$ cat src/sgmx_consts.vh
// Constants for the sequencer step gain and diode routing register bank
`ifndef SGMX_CONSTS_VH
`define SGMX_CONSTS_VH
`define SGMX_ADDR_W          8
`define SGMX_DATA_W          8
`define SGMX_OFS_GAIN3       8'hda
`define SGMX_OFS_S0_LOW      8'hdc
`define SGMX_OFS_S0_HIGH     8'hdd
`define SGMX_OFS_S1_LOW      8'hde
`define SGMX_OFS_S1_HIGH     8'hdf
`define SGMX_RST_GAIN        4'h8
`define SGMX_RST_S0_LOW      8'h66
`define SGMX_RST_S0_HIGH     4'h6
`define SGMX_RST_S1_LOW      8'h84
`define SGMX_RST_S1_HIGH     4'h3
`define SGMX_RST_SAT         4'hf
`define SGMX_GAIN_MAX        4'hd
`define SGMX_SEL_NONE        2'h0
`define SGMX_SEL_MOD0        2'h1
`define SGMX_SEL_MOD1        2'h2
`define SGMX_NUM_DIODES      6
`define SGMX_ZERO4           4'h0
`define SGMX_ZERO8           8'h00
`define SGMX_RST_S0_M0       6'h2a
`define SGMX_RST_S0_M1       6'h15
`define SGMX_RST_S1_M0       6'h02
`define SGMX_RST_S1_M1       6'h08
`define SGMX_STEP3_BIT       3
`define SGMX_LO_NIB          3:0
`define SGMX_HI_NIB          7:4
`endif

$ cat src/sgmx_step_config.v
// Step 3 gain, step 0/1 diode routing and saturation enable register bank
`timescale 1ns/1ps
`include "sgmx_consts.vh"
module sgmx_step_config
(
  clk_sys,
  rst,
  reg_addr,
  reg_wdata,
  reg_wr,
  reg_rd,
  reg_rdata,
  agc_gain_we,
  agc_gain_mod0,
  agc_gain_mod1,
  step3_gain_mod0,
  step3_gain_mod1,
  step3_gain_valid,
  step0_to_mod0,
  step0_to_mod1,
  step1_to_mod0,
  step1_to_mod1,
  seq_step,
  sat_enable,
  sat_enable_now
);
  input  wire       clk_sys;
  input  wire       rst;
  input  wire [7:0] reg_addr;
  input  wire [7:0] reg_wdata;
  input  wire       reg_wr;
  input  wire       reg_rd;
  output reg  [7:0] reg_rdata;
  input  wire       agc_gain_we;
  input  wire [3:0] agc_gain_mod0;
  input  wire [3:0] agc_gain_mod1;
  output wire [3:0] step3_gain_mod0;
  output wire [3:0] step3_gain_mod1;
  output wire       step3_gain_valid;
  output wire [5:0] step0_to_mod0;
  output wire [5:0] step0_to_mod1;
  output wire [5:0] step1_to_mod0;
  output wire [5:0] step1_to_mod1;
  input  wire [1:0] seq_step;
  output wire [3:0] sat_enable;
  output wire       sat_enable_now;

  // Software-visible routing and pattern storage
  reg  [7:0]  s0_low_r;
  reg  [3:0]  s0_high_r;
  reg  [7:0]  s1_low_r;
  reg  [3:0]  s1_high_r;
  reg  [3:0]  sat_r;
  reg  [7:0]  rdata_nxt;
  // Registered connect masks towards the diode switches
  reg  [5:0]  s0_mod0_r;
  reg  [5:0]  s0_mod1_r;
  reg  [5:0]  s1_mod0_r;
  reg  [5:0]  s1_mod1_r;
  // Gain path and write strobes
  wire [3:0]  gain0;
  wire [3:0]  gain1;
  wire [3:0]  agc_code0;
  wire [3:0]  agc_code1;
  wire        sw_gain_we;
  wire        agc_sat_on;
  wire        wr_s0_low;
  wire        wr_s0_high;
  wire        wr_s1_low;
  wire        wr_s1_high;
  // Read-back words and routing decode
  wire [7:0]  rb_gain3;
  wire [7:0]  rb_s0_high;
  wire [7:0]  rb_s1_high;
  wire [11:0] s0_fields;
  wire [11:0] s1_fields;
  wire [5:0]  s0_mod0_nxt;
  wire [5:0]  s0_mod1_nxt;
  wire [5:0]  s1_mod0_nxt;
  wire [5:0]  s1_mod1_nxt;

  // Limit a gain code to the defined range 1/2x .. 4096x
  function [3:0] sgmx_clip_gain;
    input [3:0] code;
    begin
      if (code > `SGMX_GAIN_MAX)
      begin
        sgmx_clip_gain = `SGMX_GAIN_MAX;
      end
      else
      begin
        sgmx_clip_gain = code;
      end
    end
  endfunction

  // Address match helper for writes
  function wr_hit;
    input       wr;
    input [7:0] addr;
    input [7:0] ofs;
    begin
      wr_hit = wr && (addr == ofs);
    end
  endfunction

  // Join a high nibble and a low byte into six two-bit diode fields
  function [11:0] sgmx_route_word;
    input [3:0] high;
    input [7:0] low;
    begin
      sgmx_route_word = {high, low};
    end
  endfunction

  // One write strobe per register, decoded from the byte address
  assign sw_gain_we = wr_hit(reg_wr, reg_addr, `SGMX_OFS_GAIN3);
  assign wr_s0_low  = wr_hit(reg_wr, reg_addr, `SGMX_OFS_S0_LOW);
  assign wr_s0_high = wr_hit(reg_wr, reg_addr, `SGMX_OFS_S0_HIGH);
  assign wr_s1_low  = wr_hit(reg_wr, reg_addr, `SGMX_OFS_S1_LOW);
  assign wr_s1_high = wr_hit(reg_wr, reg_addr, `SGMX_OFS_S1_HIGH);

  // Gain control only writes step 3 gains while saturation AGC is on
  assign agc_sat_on = agc_gain_we & sat_r[`SGMX_STEP3_BIT];
  // Codes beyond the top step are held at 4096x, not wrapped
  assign agc_code0  = sgmx_clip_gain(agc_gain_mod0);
  assign agc_code1  = sgmx_clip_gain(agc_gain_mod1);

  // Modulator 0 gain in the low nibble
  sgmx_gain_reg u_gain0
  (
    .clk_sys  (clk_sys),
    .rst      (rst),
    .sw_we    (sw_gain_we),
    .sw_data  (reg_wdata[`SGMX_LO_NIB]),
    .agc_we   (agc_sat_on),
    .agc_data (agc_code0),
    .gain     (gain0)
  );

  // Modulator 1 gain in the high nibble
  sgmx_gain_reg u_gain1
  (
    .clk_sys  (clk_sys),
    .rst      (rst),
    .sw_we    (sw_gain_we),
    .sw_data  (reg_wdata[`SGMX_HI_NIB]),
    .agc_we   (agc_sat_on),
    .agc_data (agc_code1),
    .gain     (gain1)
  );

  // Gains leave straight from their flip-flops
  assign step3_gain_mod0  = gain0;
  assign step3_gain_mod1  = gain1;
  // Stored code is inside the defined gain range
  assign step3_gain_valid = (gain0 <= `SGMX_GAIN_MAX) &&
                            (gain1 <= `SGMX_GAIN_MAX);

  // Step 0 low routing byte, diodes 3..0
  always @(posedge clk_sys or posedge rst)
  begin
    if (rst)
    begin
      s0_low_r <= `SGMX_RST_S0_LOW;
    end
    else if (wr_s0_low)
    begin
      s0_low_r <= reg_wdata;
    end
  end

  // Step 0 high routing nibble, diodes 5 and 4; bits 7:4 reserved
  always @(posedge clk_sys or posedge rst)
  begin
    if (rst)
    begin
      s0_high_r <= `SGMX_RST_S0_HIGH;
    end
    else if (wr_s0_high)
    begin
      s0_high_r <= reg_wdata[`SGMX_LO_NIB];
    end
  end

  // Step 1 low routing byte, diodes 3..0
  always @(posedge clk_sys or posedge rst)
  begin
    if (rst)
    begin
      s1_low_r <= `SGMX_RST_S1_LOW;
    end
    else if (wr_s1_low)
    begin
      s1_low_r <= reg_wdata;
    end
  end

  // Step 1 high routing nibble, diodes 5 and 4
  always @(posedge clk_sys or posedge rst)
  begin
    if (rst)
    begin
      s1_high_r <= `SGMX_RST_S1_HIGH;
    end
    else if (wr_s1_high)
    begin
      s1_high_r <= reg_wdata[`SGMX_LO_NIB];
    end
  end

  // Saturation AGC step pattern shares the step 1 high byte
  always @(posedge clk_sys or posedge rst)
  begin
    if (rst)
    begin
      sat_r <= `SGMX_RST_SAT;
    end
    else if (wr_s1_high)
    begin
      sat_r <= reg_wdata[`SGMX_HI_NIB];
    end
  end

  // Read-back words; reserved and unmapped bits read zero
  assign rb_gain3   = {gain1, gain0};
  assign rb_s0_high = {`SGMX_ZERO4, s0_high_r};
  assign rb_s1_high = {sat_r, s1_high_r};

  // Read multiplexer
  always @*
  begin
    rdata_nxt = `SGMX_ZERO8;
    case (reg_addr)
      `SGMX_OFS_GAIN3:   rdata_nxt = rb_gain3;
      `SGMX_OFS_S0_LOW:  rdata_nxt = s0_low_r;
      `SGMX_OFS_S0_HIGH: rdata_nxt = rb_s0_high;
      `SGMX_OFS_S1_LOW:  rdata_nxt = s1_low_r;
      `SGMX_OFS_S1_HIGH: rdata_nxt = rb_s1_high;
      default:           rdata_nxt = `SGMX_ZERO8;
    endcase
  end

  // Read data stands one cycle after the strobe, zero otherwise
  always @(posedge clk_sys or posedge rst)
  begin
    if (rst)
    begin
      reg_rdata <= `SGMX_ZERO8;
    end
    else if (reg_rd)
    begin
      reg_rdata <= rdata_nxt;
    end
    else
    begin
      reg_rdata <= `SGMX_ZERO8;
    end
  end

  // Both routing words as six two-bit diode fields
  assign s0_fields = sgmx_route_word(s0_high_r, s0_low_r);
  assign s1_fields = sgmx_route_word(s1_high_r, s1_low_r);

  // Diode 5..0 routing of step 0
  sgmx_route_decode u_dec0
  (
    .routing (s0_fields),
    .to_mod0 (s0_mod0_nxt),
    .to_mod1 (s0_mod1_nxt)
  );

  // Diode 5..0 routing of step 1
  sgmx_route_decode u_dec1
  (
    .routing (s1_fields),
    .to_mod0 (s1_mod0_nxt),
    .to_mod1 (s1_mod1_nxt)
  );

  // Step 0 modulator 0 mask; registered so switches never see glitches
  always @(posedge clk_sys or posedge rst)
  begin
    if (rst)
    begin
      s0_mod0_r <= `SGMX_RST_S0_M0;
    end
    else
    begin
      s0_mod0_r <= s0_mod0_nxt;
    end
  end

  // Step 0 modulator 1 mask, one cycle behind a routing write
  always @(posedge clk_sys or posedge rst)
  begin
    if (rst)
    begin
      s0_mod1_r <= `SGMX_RST_S0_M1;
    end
    else
    begin
      s0_mod1_r <= s0_mod1_nxt;
    end
  end

  // Step 1 modulator 0 mask, one cycle behind a routing write
  always @(posedge clk_sys or posedge rst)
  begin
    if (rst)
    begin
      s1_mod0_r <= `SGMX_RST_S1_M0;
    end
    else
    begin
      s1_mod0_r <= s1_mod0_nxt;
    end
  end

  // Step 1 modulator 1 mask; code 11 connects to neither modulator
  always @(posedge clk_sys or posedge rst)
  begin
    if (rst)
    begin
      s1_mod1_r <= `SGMX_RST_S1_M1;
    end
    else
    begin
      s1_mod1_r <= s1_mod1_nxt;
    end
  end

  // Connect masks leave from their flip-flops
  assign step0_to_mod0 = s0_mod0_r;
  assign step0_to_mod1 = s0_mod1_r;
  assign step1_to_mod0 = s1_mod0_r;
  assign step1_to_mod1 = s1_mod1_r;

  // Bitwise enable per step; bit 3 is step 3, bit 0 step 0
  assign sat_enable     = sat_r;
  assign sat_enable_now = sat_r[seq_step];
endmodule

$ cat src/sgmx_route_decode.v
// Decoder turning six two-bit routing fields into modulator connect masks
`timescale 1ns/1ps
`include "sgmx_consts.vh"
module sgmx_route_decode
(
  routing,
  to_mod0,
  to_mod1
);
  input  wire [11:0] routing;
  output reg  [5:0]  to_mod0;
  output reg  [5:0]  to_mod1;

  integer i;

  // Code 01 joins modulator 0, 10 joins modulator 1, others leave it open
  always @*
  begin
    to_mod0 = 6'h00;
    to_mod1 = 6'h00;
    for (i = 0; i < `SGMX_NUM_DIODES; i = i + 1)
    begin
      to_mod0[i] = (routing[2*i +: 2] == `SGMX_SEL_MOD0);
      to_mod1[i] = (routing[2*i +: 2] == `SGMX_SEL_MOD1);
    end
  end
endmodule

$ cat src/sgmx_gain_reg.v
// One four-bit gain code, written by software or by gain control
`timescale 1ns/1ps
`include "sgmx_consts.vh"
module sgmx_gain_reg
(
  clk_sys,
  rst,
  sw_we,
  sw_data,
  agc_we,
  agc_data,
  gain
);
  input  wire       clk_sys;
  input  wire       rst;
  input  wire       sw_we;
  input  wire [3:0] sw_data;
  input  wire       agc_we;
  input  wire [3:0] agc_data;
  output wire [3:0] gain;

  reg [3:0] gain_r;

  assign gain = gain_r;

  // Gain control update wins over a software write in the same cycle
  always @(posedge clk_sys or posedge rst)
  begin
    if (rst)
      gain_r <= `SGMX_RST_GAIN;
    else if (agc_we)
      gain_r <= agc_data;
    else if (sw_we)
      gain_r <= sw_data;
  end
endmodule

$ cat config.mk
export PLATFORM = sky130hd
export DESIGN_NAME = sgmx_step_config
export DESIGN_NICKNAME = d
export VERILOG_FILES = /design/src/sgmx_step_config.v /design/src/sgmx_route_decode.v /design/src/sgmx_gain_reg.v
export VERILOG_INCLUDE_DIRS = /design/src
export SDC_FILE = /design/constraint.sdc
export NUM_CORES = 1
export LEC_CHECK = 0
export ABC_AREA = 1
export BUFFER_PORTS_ARGS = -buffer_cell sky130_fd_sc_hd__buf_2
export CAP_MARGIN = 20
export CORE_UTILIZATION = 25
export DETAILED_ROUTE_END_ITERATION = 7
export SLEW_MARGIN = 20
export SYNTH_ARGS = -nofsm -noshare
export SYNTH_HDL_FRONTEND = slang
export SYNTH_SLANG_ARGS = --single-unit
$ cat constraint.sdc
create_clock -name clk_sys -period 5.3 [get_ports clk_sys]
set_input_delay 0.53 -clock clk_sys [delete_from_list [all_inputs] [get_ports clk_sys]]
set_output_delay 0.53 -clock clk_sys [all_outputs]
set_load 0.02 [all_outputs]
======== Yosys cells after proc, flatten, opt, wreduce, memory -nomap -nowiden ========
Cells that the tools add are included.
operators by class
  muxes and demuxes ....................... 10
  $mul .................................... 0
  equal/unequal tests ..................... 29
  bitwise gates (word level) .............. 1
  div/mod/pow operators ................... 0
  shift-type cells ........................ 0
  reduce and logical (&&, ||, !) cells .... 7
  $add $sub $neg .......................... 0
  magnitude comparators ................... 5
operators by type and width
  kind                                                                          number
  8-bit equality test, second input constant                                    5
  8-bit one-hot mux with 5 select lines                                         1
  2-bit by 1-bit equality test with 1-bit output, second input constant         12
  2-bit equality test, second input constant                                    12
  4-bit two-way mux                                                             6
  4-bit > comparator, second input constant                                     2
  4-bit <= comparator, second input constant                                    2
  8-bit two-way mux                                                             1
  1-bit logical AND                                                             6
  2-bit by 3-bit less-than comparator with 1-bit output, second input constant  1
  1-bit binary-select mux with 2-bit select                                     1
  2-bit nonzero test                                                            1
  1-bit bitwise AND                                                             1
  1-bit two-way mux                                                             1
storage, ports and cells
  RAM bits ................................ 0
  bits of input ports ..................... 31
  flip-flop bits (word level) ............. 68
  memories ................................ 0
  output and inout port bits .............. 46
  word-level logic and storage cells ...... 64
  bits in read-only memories .............. 0
  bits in latches ......................... 0

======== Depth between registers and ports, before layout ========
  depth after elaboration ................. 4
  depth in mapped cells ................... 8
  mapped depth without buffers ............ 7

======== Hierarchy ========
Synthesis repeated with hierarchy kept, for this count alone.
second synthesis, totals
  cells, all modules ...................... 361
  area, all modules ....................... 3148.0 um^2
by module, submodules not included
  module             area each (um^2)  cells each  sequential area each (um^2)  instances
  sgmx_step_config   2602.5            267         1529.0                       1
  sgmx_gain_reg      182.7             23          101.3                        2
  sgmx_route_decode  90.1              24          0.0                          2

======== Least setup slack after synthesis ========
No wires, ideal clock.
  kind .................................... reg2out
  from .................................... register sat_r[2] (netlist: sat_enable[2])
  to ...................................... output port sat_enable_now
  cell stages (with the launch flop) ...... 3
  data required time ...................... 4770 ps
  path slack .............................. 3606 ps
  arrival ................................. 1164 ps
  path buffers ............................ 0
  path through ............................ dfstp_2 -> o21ai_0 -> o21ai_0
on the way
  word-level cells in the longest chain between the ends .. 2
RTL lines
  what                                       line                    RTL
  start: declaration                         sgmx_step_config.v:53   reg [3:0] sat_r;
  start signal: assignment                   sgmx_step_config.v:217  sat_r <= `SGMX_RST_SAT;
  start signal: assignment                   sgmx_step_config.v:221  sat_r <= reg_wdata[`SGMX_HI_NIB];
  1-bit binary-select mux with 2-bit select  sgmx_step_config.v:341  assign sat_enable_now = sat_r[seq_step];
  1-bit two-way mux (implied by the code)    sgmx_step_config.v:341
  end: declaration                           sgmx_step_config.v:46   output wire sat_enable_now;
No other way between the ends. The select of a mux whose other input is x is not followed.

======== Final worst setup path ========
  from .................................... register u_gain0.gain_r[3] (netlist: u_gain0.gain[3])
  to ...................................... output port step3_gain_valid
on the way
  word-level cells in the longest chain between the ends .. 2
RTL lines
  what                                  line                    RTL
  start: declaration                    sgmx_gain_reg.v:22      reg [3:0] gain_r;
  start signal: assignment              sgmx_gain_reg.v:30      gain_r <= `SGMX_RST_GAIN;
  start signal: assignment              sgmx_gain_reg.v:32      gain_r <= agc_data;
  start signal: assignment              sgmx_gain_reg.v:34      gain_r <= sw_data;
  4-bit <= comparator (no source line)  n/a
  1-bit logical AND                     sgmx_step_config.v:157  assign step3_gain_valid = (gain0 <= `SGMX_GAIN_MAX) &&
  end: declaration                      sgmx_step_config.v:39   output wire step3_gain_valid;
No other way between the ends.

==> run metrics <==
status=finished, violations left; failing checks=DRC; Tightest Hold Check Type=register to register; EDFF count, synth=0; Synth cell types=23; largest net degree at the start of global routing=69; Detail Route Antenna Nets=0; Clock Latency Late Sink=0.33 ns; maximum root-to-sink buffer count=2; setup TNS=0 ns; min-delay src=s0_low_r[0]$_DFFE_PP0P_; gr ovfl total=0; DP HPWL=5730 um; NumNets Final=453; via count=2443; Die Y=112 um; part of the cycle the worst path needs=38.0%; I/O pins=77; WS Path Type=register to output pin; core area=11600 sq um; syn_area_per_cell=8.80 sq um; Slew headroom=44.3%; drt wl/cell=13.3 um; Mapped Area=3010 sq um; Area growth, synth to finish=27.2%; worst setup path startpoint=u_gain0.gain[3]$_DFFE_PP1P_; Power Density=351 nW/um^2; Crit Path Max Fanout=3; proportion of synthesized chip area in sequential cells=57.5%; layout cells sized above 1=30.4%; # rows=39; FF-to-FF Start=sat_enable[3]$_DFFE_PP1P_; syn_nets=373; Tmin final=2.01 ns; TritonCTS buffer count=9; critical path arrival=1.48 ns; # Max-Cap Violations=0; clock sink count=68; LEAKAGE=2.01 nW; final hold violation count=0; final clock skew=0.00402 ns; Worst-path clk slew=0.05 ns; worst slew pin tran=0.836 ns; RSZ-0062 raised after global routing=no; clock tree root driver cell=clkbuf_16; Post-CTS Setup Repair Bufs=0; CP required=4.77 ns; #FFs+latches synth=68; initial drt markers=138; initial antenna violation count=0; Die W=112 um; Die Area=12500 sq um; Syn Inst Count=342; initial core utilization=26.0%; H-tree level count=3; vias per cell=4.29; Filler Cells Inserted=1188; Tot GR Track Use=13.3%; top_reg_cell synth=dfrtp_1; count of input and output buffers=76; commonest non-fill, non-tap cell in the layout=buf_2; number of global-route vias before repair=2440; number of diodes=0; DRT Wirelength=7590 um; first-pass GRT wire length=12500 um; most frequent cells in the layout=buf_2 (76), inv_1 (54), nand2_1 (52); Post-CTS Resized=0; Hold Slack=0.419 ns; max frequency=0.497 GHz; Max Slew Vio Count=0; RD Place Congestion=0.802; final routed DRC violation total=5; # setup viols final=0; crit start category=register; TritonCTS clock tree=built; Max VDD drop=0.000133 V; ys async rst share=100%; synth warn=0; TritonRoute pass-1 iters=6; hold_buf cts=0; CP endpoint kind=output pin
==> power breakdown <==
group          internal [W]  switching (W)  total, W  leakage [nW]
clock              0.000403       0.000206  0.000609         0.150
combinational     0.0000447       0.000101  0.000146          1.05
sequential         0.000566      0.0000252  0.000591         0.812
==> path summary, 6_finish.rpt <==
| check | cells past startpoint | slack (ns) | to |
|---|---|---|---|
| worst max-delay path | 4 | 3.29 | step3_gain_valid |
| worst min-delay path | 1 | 0.42 | step0_to_mod1[0]$_DFF_PP1_ |
| worst max register to register | 6 | 3.76 | u_gain0.gain[1]$_DFFE_PP0P_ |
| worst min register to register | 1 | 0.42 | step0_to_mod1[0]$_DFF_PP1_ |
| max in group asynchronous | 3 | 4.31 | u_gain1.gain[1]$_DFFE_PP0P_ |
| min in group asynchronous | 3 | 0.44 | step0_to_mod0[4]$_DFF_PP0_ |
==> flip-flops by register name, indices dropped and copies added, names as in the netlist <==
| name | flops |
|---|---|
| step0_to_mod1 | 6 |
| step0_to_mod0 | 6 |
| step1_to_mod1 | 6 |
| u_gain0.gain | 4 |
| u_gain1.gain | 4 |
| sat_enable | 4 |
| s1_high_r | 4 |
| s0_low_r | 8 |
| s0_high_r | 4 |
| s1_low_r | 8 |
| reg_rdata | 8 |
| step1_to_mod0 | 6 |
==> layer usage <==
layer	routed length (um)	GRT usage (%)	up-vias	share of wire, %
li1	-	-	1238	-
met1	3170	16.0	1122	42
met2	3550	21.0	69	47
met3	705	4.90	14	9.3
met4	164	6.13	0	2.2
met5	0	0	-	0
==> metrics by stage <==
| step | std cells | total power (W) | area (sq um) | utilization (%) | worst slack, ns |
|---|---|---|---|---|---|
| 2_1_floorplan | 342 | 0.000684 | 3010 | - | 3.10 |
| 3_3_place_gp | 554 | 0.000744 | 3520 | 30.5 | 3.34 |
| 3_5_place_dp | 554 | 0.000747 | 3520 | 30.5 | 3.26 |
| 4_1_cts | 570 | 0.00136 | 3830 | 33.1 | 3.26 |
| 5_1_grt | 570 | 0.00141 | 3830 | 33.1 | 3.15 |
| 6_report | 570 | 0.00135 | 3830 | 33.1 | 3.29 |
==> area by class of cell <==
type	count	area [sq um]	share of cell area, %
clock buffers	15	278	7.25
flip-flops and latches	68	1730	45.2
repair buffers	77	388	10.1
inverters	56	210	5.49
clock inverters	1	30.0	0.784
well taps	143	179	4.67
multi-input cells	210	1010	26.5
==> cell families (layout without fill, tap and decap cells) <==
group | after synthesis | count (layout) | synth area share, %
AND/OR/NAND/NOR | 160 | 160 | 24.7
flip-flops | 68 | 68 | 57.5
buffers and inverters | 64 | 149 | 8.81
AO/OA/AOI/OAI | 50 | 50 | 8.94
==> critical path, cell delays in order (launching register included) <==
cell     delay (ns)
dfstp_2        0.54
inv_1          0.05
o31ai_1        0.33
inv_1          0.07
buf_2          0.16
==> Yosys cell counts, types with 2 or more instances <==
library cell	n	share of area, %
nand4_1	4	0.83
buf_6	2	0.75
inv_1	55	6.9
nand3_1	42	7.0
buf_2	5	0.83
dfstp_2	24	21
o21ai_1	3	0.50
nor2_1	49	6.1
a22oi_1	2	0.50
nand2_1	52	6.5
nand2_2	6	1.2
o21ai_0	42	7.0
nor2_4	3	1.1
dfrtp_1	44	37
Note: power is estimated with default switching activity, not from simulation.
